$ cat config.mk
export PLATFORM = sky130hd
export DESIGN_NAME = cse_core
export DESIGN_NICKNAME = d
export VERILOG_FILES = /design/src/core/cse_pkg.sv /design/src/core/cse_core.sv
export VERILOG_INCLUDE_DIRS = /design/src /design/src/core
export SDC_FILE = /design/constraint.sdc
export NUM_CORES = 1
export LEC_CHECK = 0
export ABC_AREA = 1
export BUFFER_PORTS_ARGS = -buffer_cell sky130_fd_sc_hd__buf_4
export CELL_PAD_IN_SITES_DETAIL_PLACEMENT = 1
export CELL_PAD_IN_SITES_GLOBAL_PLACEMENT = 1
export CORE_ASPECT_RATIO = 2
export CORE_MARGIN = 3
export CORE_UTILIZATION = 40
export DETAILED_ROUTE_END_ITERATION = 12
export PLACE_DENSITY = 0.85
export SYNTH_ARGS = -nofsm -noshare
export SYNTH_HDL_FRONTEND = slang
export SYNTH_SLANG_ARGS = --single-unit
$ cat constraint.sdc
create_clock -name clk -period 3.9 [get_ports clk]
set_input_delay 0.78 -clock clk [delete_from_list [all_inputs] [get_ports clk]]
set_output_delay 0.78 -clock clk [all_outputs]
set_load 0.005 [all_outputs]
$ cat src/core/cse_defs.svh
// Constants of the CPU status and interrupt entry block: special function
// register addresses, status word bit positions, vector and timing figures.
// Assumes it is included by bare name from the core module.
//
// How it works
// (RULE_01) Low and high pointer bytes form one 16-bit data pointer for indirect access.
// (RULE_02) Carry set on add carry-out or subtract borrow, cleared by other arithmetic.
// (RULE_03) Aux carry set on carry into or borrow from the high nibble, else cleared.
// (RULE_04) Two bank bits select register bank base 0x00, 0x08, 0x10 or 0x18.
// (RULE_05) Software must not move accumulator to a bank register right after a bank change.
// (RULE_06) Overflow set on signed add/subtract overflow, product above 255, divide by zero.
// (RULE_07) Add, add-with-carry, subtract, multiply and divide clear overflow otherwise.
// (RULE_08) Status bits 5 and 1 are plain software flags without hardware meaning.
// (RULE_09) Read-only parity bit always equals odd parity of the accumulator.
// (RULE_10) A second accumulator register is used by multiply and divide.
// (RULE_11) Twenty-two interrupt sources, each low or high priority.
// (RULE_12) A source event sets its pending flag regardless of enables.
// (RULE_13) Pending and enabled raises a request; long call to vector after instruction ends.
// (RULE_14) Routines end with return-from-interrupt; execution resumes where it left off.
// (RULE_15) A disabled interrupt's pending flag is ignored.
// (RULE_16) Per-source enables count only while global enable is one.
// (RULE_17) Selected flags clear on vectoring; software clears the others before return.
// (RULE_18) A flag still set after return re-enters after one further instruction.
// (RULE_19) Software setting a pending flag behaves like a real event.
// (RULE_20) Twelve sources are on-chip peripherals, up to ten are external.
// (RULE_21) High preempts low, nothing preempts high, equal priority by fixed order.
// (RULE_22) Pending flags decoded every cycle; fastest entry is one plus four cycles.
// (RULE_23) A hardware set in the same cycle as a software clear wins.
`ifndef CSE_DEFS_SVH
`define CSE_DEFS_SVH

// ----------------------------------------------------------------------------
// Register addresses
// ----------------------------------------------------------------------------
`define CSE_ADDR_PTR_LO     8'h82
`define CSE_ADDR_PTR_HI     8'h83
`define CSE_ADDR_PSW        8'hD0
`define CSE_ADDR_ACC        8'hE0
`define CSE_ADDR_ACC2       8'hF0

// ----------------------------------------------------------------------------
// Status word bit positions and reset values
// ----------------------------------------------------------------------------
`define CSE_PSW_CY          7
`define CSE_PSW_AC          6
`define CSE_PSW_F0          5
`define CSE_PSW_RS1         4
`define CSE_PSW_RS0         3
`define CSE_PSW_OV          2
`define CSE_PSW_F1          1
`define CSE_PSW_PAR         0
`define CSE_RST_BYTE        8'h00

// ----------------------------------------------------------------------------
// Interrupt figures and the multiply overflow limit
// ----------------------------------------------------------------------------
`define CSE_NUM_SRC         22
`define CSE_NUM_PERIPH      12
`define CSE_NUM_EXT         10
`define CSE_VEC_BASE        16'h0003
`define CSE_CALL_CYCLES     4
`define CSE_MUL_LIMIT       16'h00FF
`define CSE_AUTO_CLR        22'h0000_00

`endif

$ cat src/core/cse_pkg.sv
// Types shared by the CPU status and interrupt entry block.
// Assumes cse_defs.svh holds the numeric constants.
package cse_pkg;

	// ------------------------------------------------------------------------
	// Arithmetic operations reported by the instruction decoder
	// ------------------------------------------------------------------------
	typedef enum logic [2:0] {
		CSE_OP_NONE = 3'b000,
		CSE_OP_ADD  = 3'b001,
		CSE_OP_ADD_WITH_CARRY_INSTR = 3'b010,
		CSE_OP_SUBTRACT_WITH_BORROW_INSTR = 3'b011,
		CSE_OP_MUL  = 3'b100,
		CSE_OP_DIV  = 3'b101
	} cse_op_t;

	// ------------------------------------------------------------------------
	// Interrupt entry sequencer
	// ------------------------------------------------------------------------
	typedef enum logic [0:0] {
		CSE_ST_RUN  = 1'b0,
		CSE_ST_CALL = 1'b1
	} cse_state_t;

endpackage : cse_pkg

$ cat src/core/cse_core.sv
// CPU status registers (pointer, accumulators, status word) and the
// interrupt pending, arbitration and long-call entry sequencer.
// Assumes all inputs are synchronous to clk; pin events are synchronised
// and edge-detected by the peripheral that owns the pin.
`timescale 1ns/1ps
`include "cse_defs.svh"

module cse_core #(
	parameter int            NUM_SRC     = `CSE_NUM_SRC, // [RULE_11] [RULE_20]
	parameter int            CALL_CYCLES = `CSE_CALL_CYCLES,
	parameter logic [NUM_SRC-1:0] AUTO_CLR = `CSE_AUTO_CLR
) (
	// Clock and reset
	input  wire logic               clk,
	input  wire logic               rst_n,
	// Special function register port
	input  wire logic [7:0]         sfr_addr,
	input  wire logic               sfr_wr,
	input  wire logic [7:0]         sfr_wdata,
	output logic      [7:0]         sfr_rdata,
	// Arithmetic operation from the decoder
	input  wire logic               alu_valid,
	input  wire cse_pkg::cse_op_t   alu_op,
	input  wire logic [7:0]         alu_src,
	// Instruction boundaries
	input  wire logic               instr_done,
	input  wire logic               return_from_interrupt_instr_done,
	// Interrupt sources and control
	input  wire logic [NUM_SRC-1:0] irq_event,
	input  wire logic [NUM_SRC-1:0] pend_sw_set,
	input  wire logic [NUM_SRC-1:0] pend_sw_clr,
	input  wire logic [NUM_SRC-1:0] irq_enable,
	input  wire logic [NUM_SRC-1:0] irq_high_prio,
	input  wire logic               global_interrupt_enable,
	// Status outputs
	output logic      [15:0]        data_pointer,
	output logic      [7:0]         accumulator,
	output logic      [7:0]         second_accumulator,
	output logic      [7:0]         program_status_word,
	output logic      [4:0]         bank_base,
	output logic      [NUM_SRC-1:0] pend_flags,
	// Interrupt entry
	output logic                    call_busy,
	output logic                    vec_valid,
	output logic      [15:0]        vec_addr,
	output logic      [4:0]         vec_src,
	output logic                    in_high_isr,
	output logic                    in_low_isr
);

	// ------------------------------------------------------------------------
	// Elaboration checks
	// ------------------------------------------------------------------------
	generate
		if (NUM_SRC < 1 || NUM_SRC > 32) begin : g_bad_src
			$error("NUM_SRC must lie between 1 and 32");
		end
		if (CALL_CYCLES < 1 || CALL_CYCLES > 7) begin : g_bad_call
			$error("CALL_CYCLES must lie between 1 and 7");
		end
	endgenerate

	// ------------------------------------------------------------------------
	// State
	// ------------------------------------------------------------------------
	typedef struct packed {
		logic [7:0]          ptr_lo;
		logic [7:0]          ptr_hi;
		logic [7:0]          acc;
		logic [7:0]          acc2;
		logic                cy;
		logic                ac;
		logic                f0;
		logic [1:0]          rs;
		logic                ov;
		logic                f1;
		logic                par;
		logic [7:0]          rdata;
		logic [NUM_SRC-1:0]  pend;
		logic                req;
		logic [4:0]          req_src;
		logic                req_hi;
		cse_pkg::cse_state_t state;
		logic [2:0]          cnt;
		logic                busy;
		logic                act_hi;
		logic                act_lo;
		logic                vvalid;
		logic [15:0]         vaddr;
		logic [4:0]          vsrc;
	} cse_core_state_t;

	localparam logic [2:0] CALL_LAST = 3'(CALL_CYCLES - 1);

	cse_core_state_t st_reg;
	cse_core_state_t st_next;

	logic rst_meta_reg;
	logic rst_sync_reg;

	// ------------------------------------------------------------------------
	// Reset release
	// ------------------------------------------------------------------------
	always_ff @(posedge clk or negedge rst_n) begin
		if (!rst_n) begin
			rst_meta_reg <= 1'b0;
			rst_sync_reg <= 1'b0;
		end else begin
			rst_meta_reg <= 1'b1;
			rst_sync_reg <= rst_meta_reg;
		end
	end

	// ------------------------------------------------------------------------
	// Pending flags, one per source
	// ------------------------------------------------------------------------
	logic [NUM_SRC-1:0] pend_upd;
	logic [NUM_SRC-1:0] take_clr;

	genvar gi;
	generate
		for (gi = 0; gi < NUM_SRC; gi++) begin : g_pend
			// Set terms come last so an event never loses to a clear
			assign pend_upd[gi] = (st_reg.pend[gi] & ~pend_sw_clr[gi] & ~take_clr[gi])
				| irq_event[gi]   // [RULE_12] [RULE_23]
				| pend_sw_set[gi]; // [RULE_19]
		end
	endgenerate

	// ------------------------------------------------------------------------
	// Arbitration
	// ------------------------------------------------------------------------
	logic [NUM_SRC-1:0] elig;
	logic [NUM_SRC-1:0] hi_cand;
	logic [NUM_SRC-1:0] lo_cand;
	logic               arb_req;
	logic [4:0]         arb_src;
	logic               arb_hi;

	always_comb begin
		// [RULE_15] [RULE_16]
		elig    = st_reg.pend & irq_enable & {NUM_SRC{global_interrupt_enable}};
		hi_cand = elig & irq_high_prio; // [RULE_11]
		lo_cand = elig & ~irq_high_prio;
		arb_req = 1'b0;
		arb_src = 5'h00;
		arb_hi  = 1'b0;
		// Descending scan: the lowest index found last wins [RULE_21]
		if (|hi_cand && !st_reg.act_hi) begin
			arb_req = 1'b1;
			arb_hi  = 1'b1;
			for (int i = NUM_SRC - 1; i >= 0; i--) begin
				if (hi_cand[i]) begin
					arb_src = 5'(i);
				end
			end
		end else if (|lo_cand && !st_reg.act_hi && !st_reg.act_lo) begin
			arb_req = 1'b1;
			for (int i = NUM_SRC - 1; i >= 0; i--) begin
				if (lo_cand[i]) begin
					arb_src = 5'(i);
				end
			end
		end
	end

	// ------------------------------------------------------------------------
	// Arithmetic
	// ------------------------------------------------------------------------
	logic        cin;
	logic [8:0]  sum9;
	logic [4:0]  sum_nib;
	logic [8:0]  dif9;
	logic [4:0]  dif_nib;
	logic [15:0] prod;

	always_comb begin
		cin     = (alu_op == cse_pkg::CSE_OP_ADD) ? 1'b0 : st_reg.cy;
		sum9    = {1'b0, st_reg.acc} + {1'b0, alu_src} + {8'h00, cin};
		sum_nib = {1'b0, st_reg.acc[3:0]} + {1'b0, alu_src[3:0]} + {4'h0, cin};
		dif9    = {1'b0, st_reg.acc} - {1'b0, alu_src} - {8'h00, st_reg.cy};
		dif_nib = {1'b0, st_reg.acc[3:0]} - {1'b0, alu_src[3:0]} - {4'h0, st_reg.cy};
		prod    = {8'h00, st_reg.acc} * {8'h00, st_reg.acc2};
	end

	// ------------------------------------------------------------------------
	// Next state
	// ------------------------------------------------------------------------
	logic take;

	always_comb begin
		st_next  = st_reg;
		take_clr = '0;
		// Boundary of an ordinary instruction only; the return itself is not one,
		// so a flag left set re-enters after the following instruction [RULE_18]
		take     = (st_reg.state == cse_pkg::CSE_ST_RUN) && instr_done && !return_from_interrupt_instr_done
			&& st_reg.req; // [RULE_13]
		if (take && AUTO_CLR[st_reg.req_src]) begin
			take_clr[st_reg.req_src] = 1'b1; // [RULE_17]
		end

		// Arithmetic flag updates
		if (alu_valid) begin
			unique case (alu_op)
				cse_pkg::CSE_OP_ADD, cse_pkg::CSE_OP_ADD_WITH_CARRY_INSTR: begin
					st_next.acc = sum9[7:0];
					st_next.cy  = sum9[8];    // [RULE_02]
					st_next.ac  = sum_nib[4]; // [RULE_03]
					st_next.ov  = (st_reg.acc[7] == alu_src[7])
						&& (sum9[7] != st_reg.acc[7]); // [RULE_06] [RULE_07]
				end
				cse_pkg::CSE_OP_SUBTRACT_WITH_BORROW_INSTR: begin
					st_next.acc = dif9[7:0];
					st_next.cy  = dif9[8];    // [RULE_02]
					st_next.ac  = dif_nib[4]; // [RULE_03]
					st_next.ov  = (st_reg.acc[7] != alu_src[7])
						&& (dif9[7] != st_reg.acc[7]); // [RULE_06] [RULE_07]
				end
				cse_pkg::CSE_OP_MUL: begin
					st_next.acc  = prod[7:0];  // [RULE_10]
					st_next.acc2 = prod[15:8];
					st_next.cy   = 1'b0;       // [RULE_02]
					st_next.ac   = 1'b0;       // [RULE_03]
					st_next.ov   = (prod > `CSE_MUL_LIMIT); // [RULE_06] [RULE_07]
				end
				cse_pkg::CSE_OP_DIV: begin
					st_next.cy = 1'b0; // [RULE_02]
					st_next.ac = 1'b0; // [RULE_03]
					// Divide by zero leaves both accumulators untouched
					if (st_reg.acc2 == 8'h00) begin
						st_next.ov = 1'b1; // [RULE_06]
					end else begin
						st_next.acc  = st_reg.acc / st_reg.acc2; // [RULE_10]
						st_next.acc2 = st_reg.acc % st_reg.acc2;
						st_next.ov   = 1'b0; // [RULE_07]
					end
				end
				default: begin
				end
			endcase
		end

		// Software writes land after the arithmetic, so they win on a clash
		if (sfr_wr) begin
			unique case (sfr_addr)
				`CSE_ADDR_PTR_LO: st_next.ptr_lo = sfr_wdata; // [RULE_01]
				`CSE_ADDR_PTR_HI: st_next.ptr_hi = sfr_wdata; // [RULE_01]
				`CSE_ADDR_ACC:    st_next.acc    = sfr_wdata;
				`CSE_ADDR_ACC2:   st_next.acc2   = sfr_wdata; // [RULE_10]
				`CSE_ADDR_PSW: begin
					st_next.cy = sfr_wdata[`CSE_PSW_CY];
					st_next.ac = sfr_wdata[`CSE_PSW_AC];
					st_next.f0 = sfr_wdata[`CSE_PSW_F0]; // [RULE_08]
					st_next.rs = sfr_wdata[`CSE_PSW_RS1:`CSE_PSW_RS0]; // [RULE_04]
					st_next.ov = sfr_wdata[`CSE_PSW_OV];
					st_next.f1 = sfr_wdata[`CSE_PSW_F1]; // [RULE_08]
				end
				default: begin
				end
			endcase
		end

		// Parity tracks the accumulator value being stored
		st_next.par = ^st_next.acc; // [RULE_09]

		// Register read, answered one cycle later; unmapped reads give zero
		unique case (sfr_addr)
			`CSE_ADDR_PTR_LO: st_next.rdata = st_reg.ptr_lo;
			`CSE_ADDR_PTR_HI: st_next.rdata = st_reg.ptr_hi;
			`CSE_ADDR_ACC:    st_next.rdata = st_reg.acc;
			`CSE_ADDR_ACC2:   st_next.rdata = st_reg.acc2;
			`CSE_ADDR_PSW:    st_next.rdata = {st_reg.cy, st_reg.ac, st_reg.f0, st_reg.rs,
				st_reg.ov, st_reg.f1, st_reg.par};
			default:          st_next.rdata = 8'h00;
		endcase

		// Pending flags and the registered detect stage
		st_next.pend    = pend_upd;
		st_next.req     = arb_req;  // [RULE_22]
		st_next.req_src = arb_src;
		st_next.req_hi  = arb_hi;
		st_next.vvalid  = 1'b0;

		// Return-from-interrupt closes the most urgent active level
		if (return_from_interrupt_instr_done) begin
			if (st_reg.act_hi) begin
				st_next.act_hi = 1'b0; // [RULE_14]
			end else begin
				st_next.act_lo = 1'b0; // [RULE_14]
			end
		end

		// Long-call sequencer
		unique case (st_reg.state)
			cse_pkg::CSE_ST_RUN: begin
				if (take) begin
					st_next.state = cse_pkg::CSE_ST_CALL;
					st_next.cnt   = 3'h0;
					st_next.busy  = 1'b1;
					st_next.vsrc  = st_reg.req_src;
					st_next.vaddr = `CSE_VEC_BASE + {8'h00, st_reg.req_src, 3'b000};
					if (st_reg.req_hi) begin
						st_next.act_hi = 1'b1; // [RULE_21]
					end else begin
						st_next.act_lo = 1'b1;
					end
				end
			end
			cse_pkg::CSE_ST_CALL: begin
				// Request stage is stale while the call runs; re-sampled after
				st_next.req = 1'b0;
				if (st_reg.cnt == CALL_LAST) begin
					st_next.state  = cse_pkg::CSE_ST_RUN;
					st_next.busy   = 1'b0;
					st_next.vvalid = 1'b1; // [RULE_13] [RULE_22]
				end else begin
					st_next.cnt = st_reg.cnt + 3'h1;
				end
			end
		endcase
	end

	// ------------------------------------------------------------------------
	// State register
	// ------------------------------------------------------------------------
	always_ff @(posedge clk or negedge rst_sync_reg) begin
		if (!rst_sync_reg) begin
			st_reg       <= '0;
			st_reg.acc   <= `CSE_RST_BYTE;
			st_reg.state <= cse_pkg::CSE_ST_RUN;
		end else begin
			st_reg <= st_next;
		end
	end

	// ------------------------------------------------------------------------
	// Outputs
	// ------------------------------------------------------------------------
	assign sfr_rdata           = st_reg.rdata;
	assign data_pointer        = {st_reg.ptr_hi, st_reg.ptr_lo}; // [RULE_01]
	assign accumulator         = st_reg.acc;
	assign second_accumulator  = st_reg.acc2;
	assign program_status_word = {st_reg.cy, st_reg.ac, st_reg.f0, st_reg.rs,
		st_reg.ov, st_reg.f1, st_reg.par};
	assign bank_base           = {st_reg.rs, 3'b000}; // [RULE_04]
	assign pend_flags          = st_reg.pend;
	assign call_busy           = st_reg.busy;
	assign vec_valid           = st_reg.vvalid;
	assign vec_addr            = st_reg.vaddr;
	assign vec_src             = st_reg.vsrc;
	assign in_high_isr         = st_reg.act_hi;
	assign in_low_isr          = st_reg.act_lo;

endmodule : cse_core

; ---- Yosys cells after proc, flatten, opt, wreduce, memory -nomap -nowiden
; Memories as Yosys holds them, arrays and structs flattened.
; Index checks and enable logic that the tools add are counted.
[totals]
n_memories = 1
out_inout_bits = 100
register_bits = 108
rom_bits = 32
[mem_list]
columns = name, words, word_bits, rd, rd_clocked_by_memory_dff, wr, line
row1 = (no name shown), 32, 1, 1, 0, 0, cse_core.sv:198  ; if (take && AUTO_CLR[st_reg.req_src]) begin
[classes]
n_addsub = 10
muxes = 80
mul = 1
bitwise_logic = 138
n_reduce_logical = 25
magnitude_cmp = 3
n_eq_ne = 18
n_div = 2
[ops]
columns = cell, n
row1 = two-way mux 5 bit, 46
row2 = AND 22 bit, 4
row3 = inverter 1 bit, 45
row4 = AND 1 bit, 44
row5 = OR 1 bit, 44
row6 = OR reduction 22 bit, 2
row7 = == test 8 bit (second input constant), 5
row8 = case mux 8 bit (5 select lines), 1
row9 = case mux 8 bit (4 select lines), 1
row10 = two-way mux 23 bit, 1
row11 = two-way mux 22 bit, 1
row12 = inverter 22 bit, 1
row13 = two-way mux 18 bit, 1
row14 = greater-than comparator 16 x 8 -> 1 bit (second input constant), 1
row15 = multiplier 8 x 8 -> 16 bit, 1
row16 = two-way mux 1 bit, 16
row17 = two-way mux 16 bit, 1
row18 = two-way mux 8 bit, 2
row19 = case mux 8 bit (2 select lines), 1
row20 = two-way mux 7 bit, 2
row21 = AND reduction 2 bit, 6
row22 = logical AND 1 bit, 10
row23 = case mux 5 bit (2 select lines), 1
row24 = adder 2 x 8 -> 9 bit (first input constant), 1
row25 = 29 further kinds, 39

; ---- Longest topological paths before layout
[depth]
word_depth = 27
mapped_depth = 75
depth_no_buf = 75

; ---- Worst setup path before layout
; Ideal clock, no wire load.
[synth_timing]
kind = reg2reg
start = register st_reg (netlist bit second_accumulator[0])
end = register st_reg (netlist bit program_status_word[0])
path_slack_ps = -5432
n_path_buf = 1
setup_ps = 116
period_less_slack_ps = 9332
stages_incl_launch_ff = 74
arrival_time_ps = 9215
cell_sequence = dfrtp_1 inv_1 ha_1 nor2_1 nor2_1 nand2_1 nand2_1 o21ai_2 ha_1 inv_1 o21bai_1 nand3_1 nand2_1 o21ai_2 ha_1 inv_1 o21bai_1 nand2_1 [38 not listed] nand3_1 o21a_1 ha_1 inv_1 nor3_1 nand4_1 o2111ai_1 nand2_1 o2111ai_1 nand3_1 o21ai_1 nand2_1 nand2_1 nand2_1 nand2_1 inv_1 nand2_1 nand2_1
[synth_rtl]
columns = item, line
row1 = "start, declared", cse_core.sv:95  ; cse_core_state_t st_reg;
row2 = "start signal, assigned", cse_core.sv:332  ; st_reg <= st_next;

==> flow_summary.yaml <==
timing:
  rsz0062_at_grt: "true"
  hold_viol: 0
  period_needed_ns: 10.07
  timing.final.ws_setup_ns: -6.17
  slew_violations: 0
  setup_viol: 18
  timing.fmax_mhz: 99.3
  worstMarginPinSlew_ns: 0.813
  relSlewSlack_pct: 45.3
  min_period_over_period_pct: 258
  finalSetupTns_ns: -74.67
  skew_ns: 0.0159
synthesis:
  synth-edff-count: 0
  synth_top_family_by_area: "simple AND/OR/NAND/NOR gates"
  synth-simple-area-share_pct: 24.6
  netlist_area_um2: 10900
  avgSynthCellArea_um2: 6.92
  synth_flop_cell: "dfrtp_1"
  synthCells: 1574
  yosysSeqAreaShare_pct: 21.4
  synth_top_area_share_pct: 21.4
  ys_types: 57
  yosysWarnings: 0
  muxShareOfSynthArea_pct: 0.517
  yosys.area_share.xor_xnor_pct: 2.49
  yosys.area_share.adder_pct: 19.0
  netlist_top_cells_area: "dfrtp_1, nand2_1, ha_1"
  yosys.area.top_type: "dfrtp_1"
  ys_seq_elements: 93
  async_flop_share_pct: 100
  synth_compound_area_share_pct: 13.0
placed_design:
  place_area_um2: 13600
  port_buffers: 231
  dp_hpwl_um: 38000
  finalWeightedCongestion: 0.960
setup_path:
  regToRegStartpoint: "accumulator[7]"
  critical_path_class: "reg2reg"
  cp-start-kind: "flop"
  cpMaxStageDelayCell: "dfrtp_2"
  required_ns: 4.19
  endpoint_kind: "flop"
  cp_max_fo: 8
  r2r_setup_slack_ns: -6.17
  reg2regPathDepth: 68
  timing.rr.end: "second_accumulator[7]"
  max_stage_delay_ns: 0.44
  crit_path_frequent_cell: "nand2_2"
  arrival_ns: 10.36
clock_tree:
  htree_levels: 3
  cts_hold_buf: 0
  clock_latency_ns: 0.37
  path_clk_slew_ns: 0.08
  cts_sinks: 93
  clockBufferDepth: 2
  cts_tree: "built"
  cts_root_buf: "clkbuf_16"
  cts_buffers: 9
grt:
  first_global_vias: 14500
  grt_max_degree: 38
  antenna_found_initial: 3
  grt_overflow: 0
  grt_use_total_pct: 35.4
  grt_pass1_wl_um: 78700
layout:
  regArea_um2: 2340
  largest_register_ffs: 22
  final_area_um2: 16100
  area_growth_pct: 48.0
  layout_commonest_cell: "buf_4"
  final_util_pct: 60.6
  n_fill_cell: 3362
  multiInputGateArea_um2: 7970
  layout.nets: 2239
  layout_common_cells: "buf_4, nand2_1, inv_1"
  layout-drive-gt1-share_pct: 40.7
job:
  drv_cap: 0
floorplanning:
  ios: 244
  die_h_um: 239
  start_util_pct: 41.0
  dieArea_um2: 29400
  num_rows: 84
  core_area_um2: 26600
  die_w_um: 123
drt:
  route.antenna.remaining_nets: 0
  routed_wl_um: 64200
  dr.pass1.iters: 8
  drt_iter0_markers: 1169
  drc: 0
  wl_per_cell_um: 27.8
  vias: 13800
  vias_per_cell: 5.97
run_status:
  violations: "setup timing"
  status: "finished with violations"
worst_hold_path:
  holdCritPathClass: "in2async"
==> cells by family after synthesis <==
group	Yosys count
compound gates	246
xor+xnor	31
fa+ha+maj	141
buf+inv	441
flops	93
mux	5
other cells	2
simple gates	615
==> synth_stat cells (all sizes together) (24+ instances only) <==
cell type	number
a21oi	57
buf	110
dfrtp	93
fa	41
ha	100
inv	313
nand2	342
nand3	74
nor2	140
o21ai	134
xor2	24
==> worst max-delay path by stage <==
stage	endpoint	from	depth (start not counted)
2_1_floorplan	program_status_word[0]	second_accumulator[0]	72
3_3_place_gp	second_accumulator[7]	accumulator[7]	68
3_5_place_dp	program_status_word[0]	accumulator[7]	73
4_1_cts	program_status_word[0]	accumulator[7]	69
5_1_grt	second_accumulator[7]	second_accumulator[0]	71
6_report	second_accumulator[7]	accumulator[7]	68
==> metrics by stage <==
stage	hold slack [ns]	setup WS [ns]	instances
floorplan	0.331	-4.74	1585
global placement	0.310	-4.93	2189
detailed placement	0.313	-5.70	2189
CTS	0.179	-5.07	2259
global route	0.179	-6.40	2303
finish	0.184	-6.17	2305
==> final cells by class <==
cell class	instances	area share (%)
Antenna cell	2	0.0311
Clock buffer	10	1.42
Clock inverter	6	0.691
Inverter	313	7.59
Multi-Input combinational cell	1051	49.4
Sequential cell	93	14.5
Tap cell	344	2.67
Timing Repair Buffer	484	23.6
Timing Repair inverter	2	0.0854
==> repair_timing <==
item                                    in CTS  in global routing
gates cloned                                 1                  1
pin swaps                                   88                124
gates resized for setup                    165                171
buffers inserted                            56                 46
endpoints found under the setup margin      18                 18
==> worst max-delay path, delay by kind of cell, from the launching register on <==
kind                     cells  cell delay (ns)
flip-flops                   1             0.44
AO/OA/AOI/OAI               11             1.50
buffers and inverters       17             1.80
AND/OR/NAND/NOR             32             3.90
adder cells (fa/ha/maj)      8             2.32
==> metal layers <==
layer  vias to the layer above  wire length [um]  global-route usage (%)
met5                         -                 0                       0
met4                         0              8650                    35.1
met3                       527              6130                    7.49
met2                      1046             30900                    65.3
met1                      6553             18500                    29.4
li1                       5629                 -                       -
Power is not shown: default switching activity piles up to over one toggle a cycle in this logic, so the estimate is an artifact.
